[config.mk]
export PLATFORM = sky130hd
export DESIGN_NAME = oag_core
export DESIGN_NICKNAME = d
export VERILOG_FILES = /design/src/pkg/oag_pkg.sv /design/src/core/oag_core.sv
export SDC_FILE = /design/constraint.sdc
export NUM_CORES = 2
export LEC_CHECK = 0
export ABC_AREA = 0
export BUFFER_PORTS_ARGS = -buffer_cell sky130_fd_sc_hd__clkbuf_2
export CAP_MARGIN = 20
export CORE_MARGIN = 5
export CORE_UTILIZATION = 55
export CTS_CLUSTER_SIZE = 40
export DETAILED_ROUTE_END_ITERATION = 16
export PLACE_DENSITY = 0.76
export SLEW_MARGIN = 20
export SYNTH_ARGS = -nofsm -noshare
export SYNTH_HDL_FRONTEND = slang
export SYNTH_SLANG_ARGS = --single-unit
[constraint.sdc]
create_clock -name clock_i -period 17.6 [get_ports clock_i]
set_input_delay 0.88 -clock clock_i [delete_from_list [all_inputs] [get_ports clock_i]]
set_output_delay 0.88 -clock clock_i [all_outputs]
set_load 0.02 [all_outputs]
[src/pkg/oag_pkg.sv]
package oag_pkg;
	localparam int DATA_W = 16;
	localparam int NUM_PTR = 8;
	localparam int NUM_ACC = 32;
	localparam int NUM_AP = 4;
	localparam int NEXTA_LSB = 10;
	localparam int NEXTA_MSB = 11;
	localparam int INDEX_PTR = 5;
	localparam int PAGE_PTR = 6;
	localparam logic [15:0] WORD_STEP = 16'h0002;
	localparam logic [15:0] BYTE_STEP = 16'h0001;
	localparam logic [4:0] OFFSET_DIST = 5'h10;
	localparam logic [15:0] RST_WORD = 16'h0000;
	localparam logic [4:0] RST_AP = 5'h00;
	localparam logic [31:0] ROUND_BIAS = 32'h0000_8000;

	typedef enum logic [1:0] {
		NA_NONE = 2'b00,
		NA_DEC = 2'b01,
		NA_INC = 2'b10,
		NA_STRING = 2'b11
	} oag_nexta_e;

	typedef enum logic [2:0] {
		AM_IMM,
		AM_DIRECT,
		AM_IND,
		AM_IND_INC,
		AM_IND_DEC,
		AM_IND_IDX,
		AM_TABLE,
		AM_ROUNDED_MULTIPLY_OP
	} oag_mode_e;

	typedef struct packed {
		oag_mode_e mode;
		logic two_word;
		logic byte_op;
		logic [2:0] ptr_sel;
		logic [1:0] ap_sel;
		logic [15:0] opcode;
		logic [15:0] imm;
	} oag_instr_s;

	typedef struct packed {
		logic valid;
		logic [15:0] operand;
		logic [15:0] addr;
		logic [4:0] acc_sel;
		logic [4:0] acc_offset_sel;
		logic string_mode;
	} oag_result_s;
endpackage : oag_pkg

[src/core/oag_core.sv]
`timescale 1ns/1ps
module oag_core import oag_pkg::*; (
	// Clock and reset
	input wire logic clock_i,
	input wire logic rst_i,
	// Instruction from decoder
	input wire logic instr_valid_i,
	input wire oag_instr_s instr_i,
	input wire logic [15:0] second_word_i,
	// Accumulator contents for table lookup
	input wire logic [15:0] acc_value_i,
	// Memory read data
	input wire logic [15:0] dmem_rdata_i,
	input wire logic [15:0] pmem_rdata_i,
	// Pointer load from core
	input wire logic ptr_load_i,
	input wire logic [2:0] ptr_load_sel_i,
	input wire logic [15:0] ptr_load_data_i,
	input wire logic mr_load_i,
	input wire logic [15:0] mr_load_data_i,
	// Results
	output oag_result_s result_o,
	output logic busy_o,
	output logic second_fetch_o,
	// Data memory
	output logic dmem_re_o,
	output logic dmem_we_o,
	output logic [15:0] dmem_addr_o,
	output logic [15:0] dmem_wdata_o,
	// Program memory
	output logic pmem_re_o,
	output logic [15:0] pmem_addr_o,
	// Product high and pointer view
	output logic [15:0] product_high_reg_o,
	output logic [15:0] index_pointer_o,
	output logic [15:0] page_pointer_o
);
	typedef enum logic [1:0] {
		ST_IDLE,
		ST_SECOND,
		ST_TABLE
	} oag_state_e;

	oag_state_e state, next_state;
	oag_instr_s held, next_held;
	logic [15:0] ptr [NUM_PTR];
	logic [15:0] next_ptr [NUM_PTR];
	logic [4:0] ap [NUM_AP];
	logic [4:0] next_ap [NUM_AP];
	logic [15:0] multiplier_operand_reg, next_mr;
	logic [15:0] product_high_reg, next_ph;
	logic [15:0] table_dest, next_table_dest;
	oag_result_s next_result;
	logic next_busy, next_second_fetch;
	logic next_dmem_re, next_dmem_we, next_pmem_re;
	logic [15:0] next_dmem_addr, next_dmem_wdata, next_pmem_addr;
	logic mul_pending, next_mul_pending;
	logic take;
	logic [1:0] instr_code;

	assign take = (state == ST_IDLE) && instr_valid_i;
	assign instr_code = instr_i.opcode[NEXTA_MSB:NEXTA_LSB];

	function automatic logic [4:0] ap_premod(input logic [4:0] cur, input logic [1:0] code);
		unique case (code)
			NA_DEC: ap_premod = cur - 5'h01;
			NA_INC: ap_premod = cur + 5'h01;
			default: ap_premod = cur;
		endcase
	endfunction : ap_premod

	function automatic logic [15:0] mul_round(input logic [15:0] a, input logic [15:0] b);
		logic [31:0] prod;
		prod = {16'h0000, a} * {16'h0000, b};
		prod = prod + ROUND_BIAS;
		mul_round = prod[31:16];
	endfunction : mul_round

	function automatic logic string_code(input logic [15:0] op);
		string_code = (op[NEXTA_MSB:NEXTA_LSB] == NA_STRING);
	endfunction : string_code

	always_comb begin
		logic [1:0] code;
		logic [4:0] sel;
		logic [15:0] base;
		code = 2'b00;
		sel = RST_AP;
		base = RST_WORD;
		next_state = state;
		next_held = held;
		next_table_dest = table_dest;
		next_result = '0;
		next_busy = 1'b0;
		next_second_fetch = 1'b0;
		next_dmem_re = 1'b0;
		next_dmem_we = 1'b0;
		next_pmem_re = 1'b0;
		next_dmem_addr = dmem_addr_o;
		next_dmem_wdata = dmem_wdata_o;
		next_pmem_addr = pmem_addr_o;
		next_mul_pending = 1'b0;
		unique case (state)
			ST_IDLE: begin
				if (instr_valid_i) begin
					code = instr_code;
					sel = ap_premod(ap[instr_i.ap_sel], code);
					next_result.acc_sel = sel;
					next_result.acc_offset_sel = sel + OFFSET_DIST;
					next_result.string_mode = string_code(instr_i.opcode);
					next_held = instr_i;
					base = ptr[instr_i.ptr_sel];
					unique case (instr_i.mode)
						AM_IMM: begin
							if (instr_i.two_word) begin
								next_state = ST_SECOND;
								next_busy = 1'b1;
								next_second_fetch = 1'b1;
							end else begin
								next_result.valid = 1'b1;
								next_result.operand = instr_i.imm;
							end
						end
						AM_DIRECT, AM_TABLE, AM_ROUNDED_MULTIPLY_OP: begin
							next_state = ST_SECOND;
							next_busy = 1'b1;
							next_second_fetch = 1'b1;
						end
						AM_IND, AM_IND_INC, AM_IND_DEC, AM_IND_IDX: begin
							next_result.valid = 1'b1;
							next_result.addr = base;
							next_dmem_addr = base;
							next_dmem_re = 1'b1;
						end
					endcase
				end
			end
			ST_SECOND: begin
				next_state = ST_IDLE;
				next_result.acc_sel = ap[held.ap_sel];
				next_result.acc_offset_sel = ap[held.ap_sel] + OFFSET_DIST;
				next_result.string_mode = string_code(held.opcode);
				unique case (held.mode)
					AM_IMM: begin
						next_result.valid = 1'b1;
						next_result.operand = second_word_i;
					end
					AM_TABLE: begin
						next_state = ST_TABLE;
						next_busy = 1'b1;
						next_table_dest = second_word_i;
						next_pmem_addr = acc_value_i;
						next_pmem_re = 1'b1;
					end
					default: begin
						next_result.valid = 1'b1;
						next_result.addr = second_word_i;
						next_dmem_addr = second_word_i;
						next_dmem_re = 1'b1;
						next_mul_pending = (held.mode == AM_ROUNDED_MULTIPLY_OP);
					end
				endcase
			end
			ST_TABLE: begin
				next_state = ST_IDLE;
				next_result.acc_sel = ap[held.ap_sel];
				next_result.acc_offset_sel = ap[held.ap_sel] + OFFSET_DIST;
				next_result.string_mode = string_code(held.opcode);
				next_result.valid = 1'b1;
				next_result.addr = table_dest;
				next_dmem_addr = table_dest;
				next_dmem_wdata = pmem_rdata_i;
				next_dmem_we = 1'b1;
			end
			default: begin
				next_state = ST_IDLE;
			end
		endcase
	end

	always_ff @(posedge clock_i) begin
		if (rst_i) begin
			state <= ST_IDLE;
			held <= '0;
			table_dest <= RST_WORD;
			result_o <= '0;
			busy_o <= 1'b0;
			second_fetch_o <= 1'b0;
			dmem_re_o <= 1'b0;
			dmem_we_o <= 1'b0;
			dmem_addr_o <= RST_WORD;
			dmem_wdata_o <= RST_WORD;
			pmem_re_o <= 1'b0;
			pmem_addr_o <= RST_WORD;
			mul_pending <= 1'b0;
		end else begin
			state <= next_state;
			held <= next_held;
			table_dest <= next_table_dest;
			result_o <= next_result;
			busy_o <= next_busy;
			second_fetch_o <= next_second_fetch;
			dmem_re_o <= next_dmem_re;
			dmem_we_o <= next_dmem_we;
			dmem_addr_o <= next_dmem_addr;
			dmem_wdata_o <= next_dmem_wdata;
			pmem_re_o <= next_pmem_re;
			pmem_addr_o <= next_pmem_addr;
			mul_pending <= next_mul_pending;
		end
	end

	// Pointer registers; a post-modify beats a load of the same pointer
	always_comb begin
		logic [15:0] base;
		logic [15:0] step;
		base = ptr[instr_i.ptr_sel];
		step = instr_i.byte_op ? BYTE_STEP : WORD_STEP;
		for (int i = 0; i < NUM_PTR; i++) begin
			next_ptr[i] = ptr[i];
		end
		if (ptr_load_i) begin
			next_ptr[ptr_load_sel_i] = ptr_load_data_i;
		end
		if (take) begin
			if (instr_i.mode == AM_IND_INC) begin
				next_ptr[instr_i.ptr_sel] = base + step;
			end else if (instr_i.mode == AM_IND_DEC) begin
				next_ptr[instr_i.ptr_sel] = base - step;
			end else if (instr_i.mode == AM_IND_IDX) begin
				next_ptr[instr_i.ptr_sel] = base + ptr[INDEX_PTR];
			end
		end
	end

	always_ff @(posedge clock_i) begin
		if (rst_i) begin
			for (int i = 0; i < NUM_PTR; i++) begin
				ptr[i] <= RST_WORD;
			end
			index_pointer_o <= RST_WORD;
			page_pointer_o <= RST_WORD;
		end else begin
			for (int i = 0; i < NUM_PTR; i++) begin
				ptr[i] <= next_ptr[i];
			end
			index_pointer_o <= next_ptr[INDEX_PTR];
			page_pointer_o <= next_ptr[PAGE_PTR];
		end
	end

	// Accumulator pointers, premodified when an instruction is taken
	always_comb begin
		for (int i = 0; i < NUM_AP; i++) begin
			next_ap[i] = ap[i];
		end
		if (take) begin
			next_ap[instr_i.ap_sel] = ap_premod(ap[instr_i.ap_sel], instr_code);
		end
	end

	always_ff @(posedge clock_i) begin
		if (rst_i) begin
			for (int i = 0; i < NUM_AP; i++) begin
				ap[i] <= RST_AP;
			end
		end else begin
			for (int i = 0; i < NUM_AP; i++) begin
				ap[i] <= next_ap[i];
			end
		end
	end

	// Multiplier operand and rounded product
	always_comb begin
		next_mr = multiplier_operand_reg;
		next_ph = product_high_reg;
		if (mr_load_i) begin
			next_mr = mr_load_data_i;
		end
		if (mul_pending) begin
			next_ph = mul_round(multiplier_operand_reg, dmem_rdata_i);
		end
	end

	always_ff @(posedge clock_i) begin
		if (rst_i) begin
			multiplier_operand_reg <= RST_WORD;
			product_high_reg <= RST_WORD;
			product_high_reg_o <= RST_WORD;
		end else begin
			multiplier_operand_reg <= next_mr;
			product_high_reg <= next_ph;
			product_high_reg_o <= next_ph;
		end
	end
endmodule : oag_core

# Word-level counts from Yosys, hierarchy flattened
# Memory sizes are Yosys's and may differ from the RTL's. A register that Yosys moved wholly into a read port is not among the register bits.
# Cells that the tools add are included.
[word_totals] regBits=197 ram_bits=148 input_bits=146 output_inout_bits=145 wordCells=165 mem_count=2
[mem_list] memory="ptr" depth=8 word_bits=16 read_ports=9 rd_clocked_by_memory_dff=0 write_ports=8 line="oag_core.sv:46" source="logic [15:0] ptr [NUM_PTR];"
[mem_list] memory="ap" depth=4 word_bits=5 read_ports=6 rd_clocked_by_memory_dff=1 write_ports=4 line="oag_core.sv:48" source="logic [4:0] ap [NUM_AP];"
[classes] add_sub_neg=8 mul=1 n_lt_le_gt_ge=6 n_eq_ne=20 n_mux=69 n_bitwise=17 n_reduce_logical=18
[op_table] operator="$mux 128" n=5
[op_table] operator="$bwmux 128" n=4
[op_table] operator="$mux 16" n=17
[op_table] operator="$demux 16 s3" n=2
[op_table] operator="$pmux 27 s3" n=1
[op_table] operator="$pmux 16 s3" n=1
[op_table] operator="$mux 44" n=1
[op_table] operator="$mux 5" n=8
[op_table] operator="$add 32x16->32 const B" n=1
[op_table] operator="$mul 16x16->32" n=1
[op_table] operator="$pmux 16 s2" n=1
[op_table] operator="$bwmux 20" n=1
[op_table] operator="$mux 20" n=1
[op_table] operator="$eq 3x3->1 const B" n=6
[op_table] operator="$mux 17" n=1
[op_table] operator="$add 16x16->16" n=1
[op_table] operator="$add 16x2->16" n=1
[op_table] operator="$sub 16x2->16" n=1
[op_table] operator="$mux 2" n=6
[op_table] operator="$or 1x1->1" n=12
[op_table] operator="$mux 1" n=11
[op_table] operator="$add 5x5->5 const B" n=2
[op_table] operator="$demux 5 s2" n=1
[op_table] operator="$pmux 5 s2" n=1
[op_table] operator="other kinds (30)" n=52

# Depth between registers and ports, before layout
[logic_depth] word_depth=13 ltp_mapped=22 ltp_nobuf=21

# Worst setup path after synthesis
# No wires, ideal clock.
[synth_path] path_kind="input to register" start="in dmem_rdata_i[1]" end="reg product_high_reg[14]" setup_ps=122 t_arrival_ps=6252 t_required_ps=17478 setup_slack_ps=11226 cell_stages=19 path_buffers=1 path_cell_list="clkbuf_1 nand2_1 fa_1 fa_1 fa_1 inv_1 fa_1 fa_1 inv_1 fa_1 inv_1 ha_1 or4_1 a211oi_1 a21oi_1 o31ai_1 nand3_1 and3_1 a311o_1"
[synth_between] elab_chain_len=2
[synth_lines] item="from (decl)" line="oag_core.sv:13" source="input wire logic [15:0] dmem_rdata_i,"
[synth_lines] item="$mul 16x16->32" line="oag_core.sv:74" source="prod = {16'h0000, a} * {16'h0000, b};"
[synth_lines] item="$add 32x16->32" line="oag_core.sv:75" source="prod = prod + ROUND_BIAS;"
[synth_lines] item="to (signal assigned)" line="oag_core.sv:293" source="product_high_reg <= next_ph;"
[synth_lines] item="to (decl)" line="oag_core.sv:51" source="logic [15:0] product_high_reg, next_ph;"
# No other way between the ends.
# A chain may end at the register's enable or synchronous reset.

# Worst setup path after layout
[layout_path] start="reg multiplier_operand_reg[7]" end="reg product_high_reg[14]"
[layout_between] elab_chain_len=2
[layout_lines] item="from (decl)" line="oag_core.sv:50" source="logic [15:0] multiplier_operand_reg, next_mr;"
[layout_lines] item="from (signal assigned)" line="oag_core.sv:292" source="multiplier_operand_reg <= next_mr;"
[layout_lines] item="$mul 16x16->32" line="oag_core.sv:74"
[layout_lines] item="$add 32x16->32" line="oag_core.sv:75"
# No other way between the ends.

==> flow_summary_export.csv <==
group,metric,value,unit
outcome,status,"finished, final reports clean",
synth,synth_ff_type,"dfxtp_1",
critical_path,cp.arrival,7.51,ns
routing,wl_met3,11400,um
grt,grt_max_degree,92,
placement,io_buffers,276,
pwr,combPwrFrac,0.344,
critical_path,path_class,"reg -> reg",
pwr,p_leak,12.7,nW
clock_tree,insertion_delay,0.58,ns
critical_path,slowest_delay,0.81,ns
clock_tree,clk_path_buf_depth,3,
timing,fmax,0.142,GHz
routing,wire_per_inst,25.2,um
synth,synth_seq_cells,301,
pwr,p_total,2.40,mW
floorplanning,io_pins,291,
clock_tree,cts_tree,"done",
clock_tree,cts.clk_slew.worst_paths,0.06,ns
pwr,power_frac_seq,0.308,
synth,avgSynthCellArea,8.48,um^2
critical_path,worstPathMaxFanout,17,
layout,finalNetCount,3631,
routing,first_iter_violations,3463,
pwr,p_switching,889,uW
routing,wl,95100,um
placement,place_inst,3708,
clock_tree,cts_hold_buf,0,
routing,top_layer_used,"met5",
timing,setup_viol,0,
layout,drive_gt1_frac,0.141,
layout,final_cell_mix,"nand2_1, dfxtp_1, clkbuf_2",
timing,clock_skew,0.0290,ns
synth,yosysWarnings,0,
timing,drv_slew,0,
timing,tightest_slew,1.23,ns
clock_tree,cts.sinks,301,
critical_path,crit_top_cell,"fa_1",
clock_tree,cts_setup_buffers,0,
critical_path,end_kind,"register",
grt,grt_pass1_vias,24300,
layout,largest_reg_flops,112,
critical_path,startpoint_type,"register",
pwr,power_density,84.5,nW/um^2
synth,async_flop_share,0,
routing,vias,24600,
grt,grt_pass1_wl,144000,um
placement,place_area,27100,um^2
clock_tree,htreeDepth,2,
pwr,p_int,1.52,mW
job,cap_violations,0,
grt,groute.usage.overall,0.364,
timing,whs,0.457,ns
floorplanning,die_h,225,um
pwr,peakVddDrop,0.0807,mV
placement,gp_congestion,0.981,
synth,postSynthCellCount,2994,
critical_path,cp_slowest_cell,"dfxtp_1",
layout,final_common_cell,"nand2_1",
synth,synth-edff-count,0,
layout,area_delta_synth_final,12.0,%
clock_tree,cts_resized,0,
hold_path,hp-class,"reg -> reg",
layout,final_cells,3778,
floorplanning,die_x,225,um
layout,reg_top3,"ptr x112, result_o x40, ap x20",
timing,post-route-min-period,7.05,ns
floorplanning,core-area,45500,um^2
synth,yosysSeqAreaShare,0.237,
floorplanning,dieArea,50600,um^2
grt,grt-ovfl-total,0,
grt,antenna_found_initial,4,
pwr,netSwitchingFraction,0.370,
clock_tree,cts_buffers,37,
routing,route.met2.wl,43400,um
timing,final_hold_viol_count,0,
placement,dp_hpwl,70000,um
clock_tree,cts_root_buf,"clkbuf_16",
timing,slew_headroom,0.172,
floorplanning,row_count,78,
layout,finalInstanceArea,28400,um^2
timing,fin_setup_tns,0,ns
pwr,clkPwrFrac,0.348,
synth,synthesis.area,25400,um^2
timing,rsz0062_at_grt,"false",
routing,ant_nets,0,
floorplanning,start_util,0.558,
synth,ys_types,85,
routing,drc,0,
synth,synth_fp_nets,3478,
routing,drt_pass1_iterations,6,
critical_path,cp_cell_sequence,"nand2_1 -> fa_1 -> inv_1 -> fa_1 -> inv_1 -> fa_1 -> inv_1 -> fa_1 -> fa_1 -> inv_1 -> fa_1 -> inv_1 -> ha_1 -> a21oi_1 -> nor2_1 -> a211oi_1 -> a21oi_1 -> o31ai_1 -> nand3_1 -> and3_1 -> a311o_1",
layout,largest-register,"ptr",
layout,fillers,3960,
routing,wl_met1,34700,um
critical_path,cp.required,18.06,ns
timing,period_share,0.401,
routing,routed_via_density,6.52,
## power groups by stage
| stage | Clock, mW | Sequential [mW] | Combinational (mW) |
|---|---|---|---|
| after global placement | 0 | 0.753 | 0.783 |
| after CTS | 0.842 | 0.740 | 0.815 |
| after global routing | 0.869 | 0.743 | 0.916 |
| final | 0.837 | 0.742 | 0.826 |
| after floorplan | 0 | 0.748 | 0.567 |
| after detailed placement | 0 | 0.754 | 0.804 |
## path summary, 6_finish.rpt
kind | from | endpoint | slack, ns | cells after the start
setup / recovery | multiplier_operand_reg[7] | product_high_reg[14] | 10.55 | 21
hold / removal | dmem_addr_o[10] | dmem_addr_o[10] | 0.46 | 2
setup reg to reg | multiplier_operand_reg[7] | product_high_reg[14] | 10.55 | 21
hold reg to reg | dmem_addr_o[10] | dmem_addr_o[10] | 0.46 | 2
## through the flow
stage / util / setup slack (ns)
2_1_floorplan: - / 11.23
3_3_place_gp: 0.595 / 10.24
5_1_grt: 0.625 / 10.12
4_1_cts: 0.625 / 10.44
6_report: 0.626 / 10.55
3_5_place_dp: 0.595 / 10.10
## cells by family after synthesis
logic type      Yosys count  share of synthesized area
buf+inv                 459                     0.0698
fa+ha+maj               338                      0.225
simple gates            972                      0.177
xor+xnor                 52                     0.0179
flops                   301                      0.237
mux                     218                     0.0957
compound gates          654                      0.177
## cell type report
class	count	area [um^2]	area share
Sequential cell	301	6030	0.212
Clock inverter	19	298	0.0105
Multi-Input combinational cell	2234	17700	0.621
Clock buffer	49	1030	0.0362
Tap cell	600	751	0.0264
Inverter	255	957	0.0336
Timing Repair Buffer	318	1700	0.0599
Antenna cell	2	5.00	0.000176
## synth_stat cells, types with 7 or more instances
master	n	area [um^2]
o32ai_1	13	114
xor2_1	13	114
nand3b_1	10	75.1
nor2_1	248	931
o21a_1	9	67.6
o221ai_1	26	228
o211ai_1	44	330
a22oi_1	32	240
a21o_1	20	150
a21oi_1	190	951
nor4_1	7	43.8
a221o_1	7	70.1
dfxtp_1	301	6030
mux2i_1	181	1810
nor3b_1	10	75.1
a31oi_1	21	131
o21ai_0	63	315
nand3_1	30	150
ha_1	141	1760
or3_1	7	43.8
clkbuf_1	160	601
buf_2	19	95.1
fa_1	197	3940
mux2_2	17	191
a32oi_1	31	272
and2_1	135	845
nand2_1	409	1540
o22a_1	20	175
a211oi_1	39	293
mux4_2	18	405
o31a_1	8	70.1
xnor2_1	39	342
inv_1	252	946
nand4_1	10	62.6
o22ai_1	34	213
o31ai_1	13	97.6
nor3_1	35	175
and3_1	20	125
buf_1	19	71.3
a221oi_1	35	307
nor2b_1	14	87.6
## worst max-delay path, delay by kind of cell, from the launching register on
| kind | cells | cell delay [ns] |
|---|---|---|
| AO/OA/AOI/OAI | 5 | 1.74 |
| adder cells (fa/ha/maj) | 7 | 3.37 |
| buffers and inverters | 5 | 0.26 |
| flip-flops | 1 | 0.81 |
| AND/OR/NAND/NOR | 4 | 0.76 |
## routing by layer
layer | up-vias | GRT usage
li1 | 10700 | -
met1 | 11900 | 0.464
met2 | 1638 | 0.583
met3 | 349 | 0.0908
met4 | 4 | 0.177
met5 | - | 0
No activity file was read; power rests on OpenSTA's default activity.
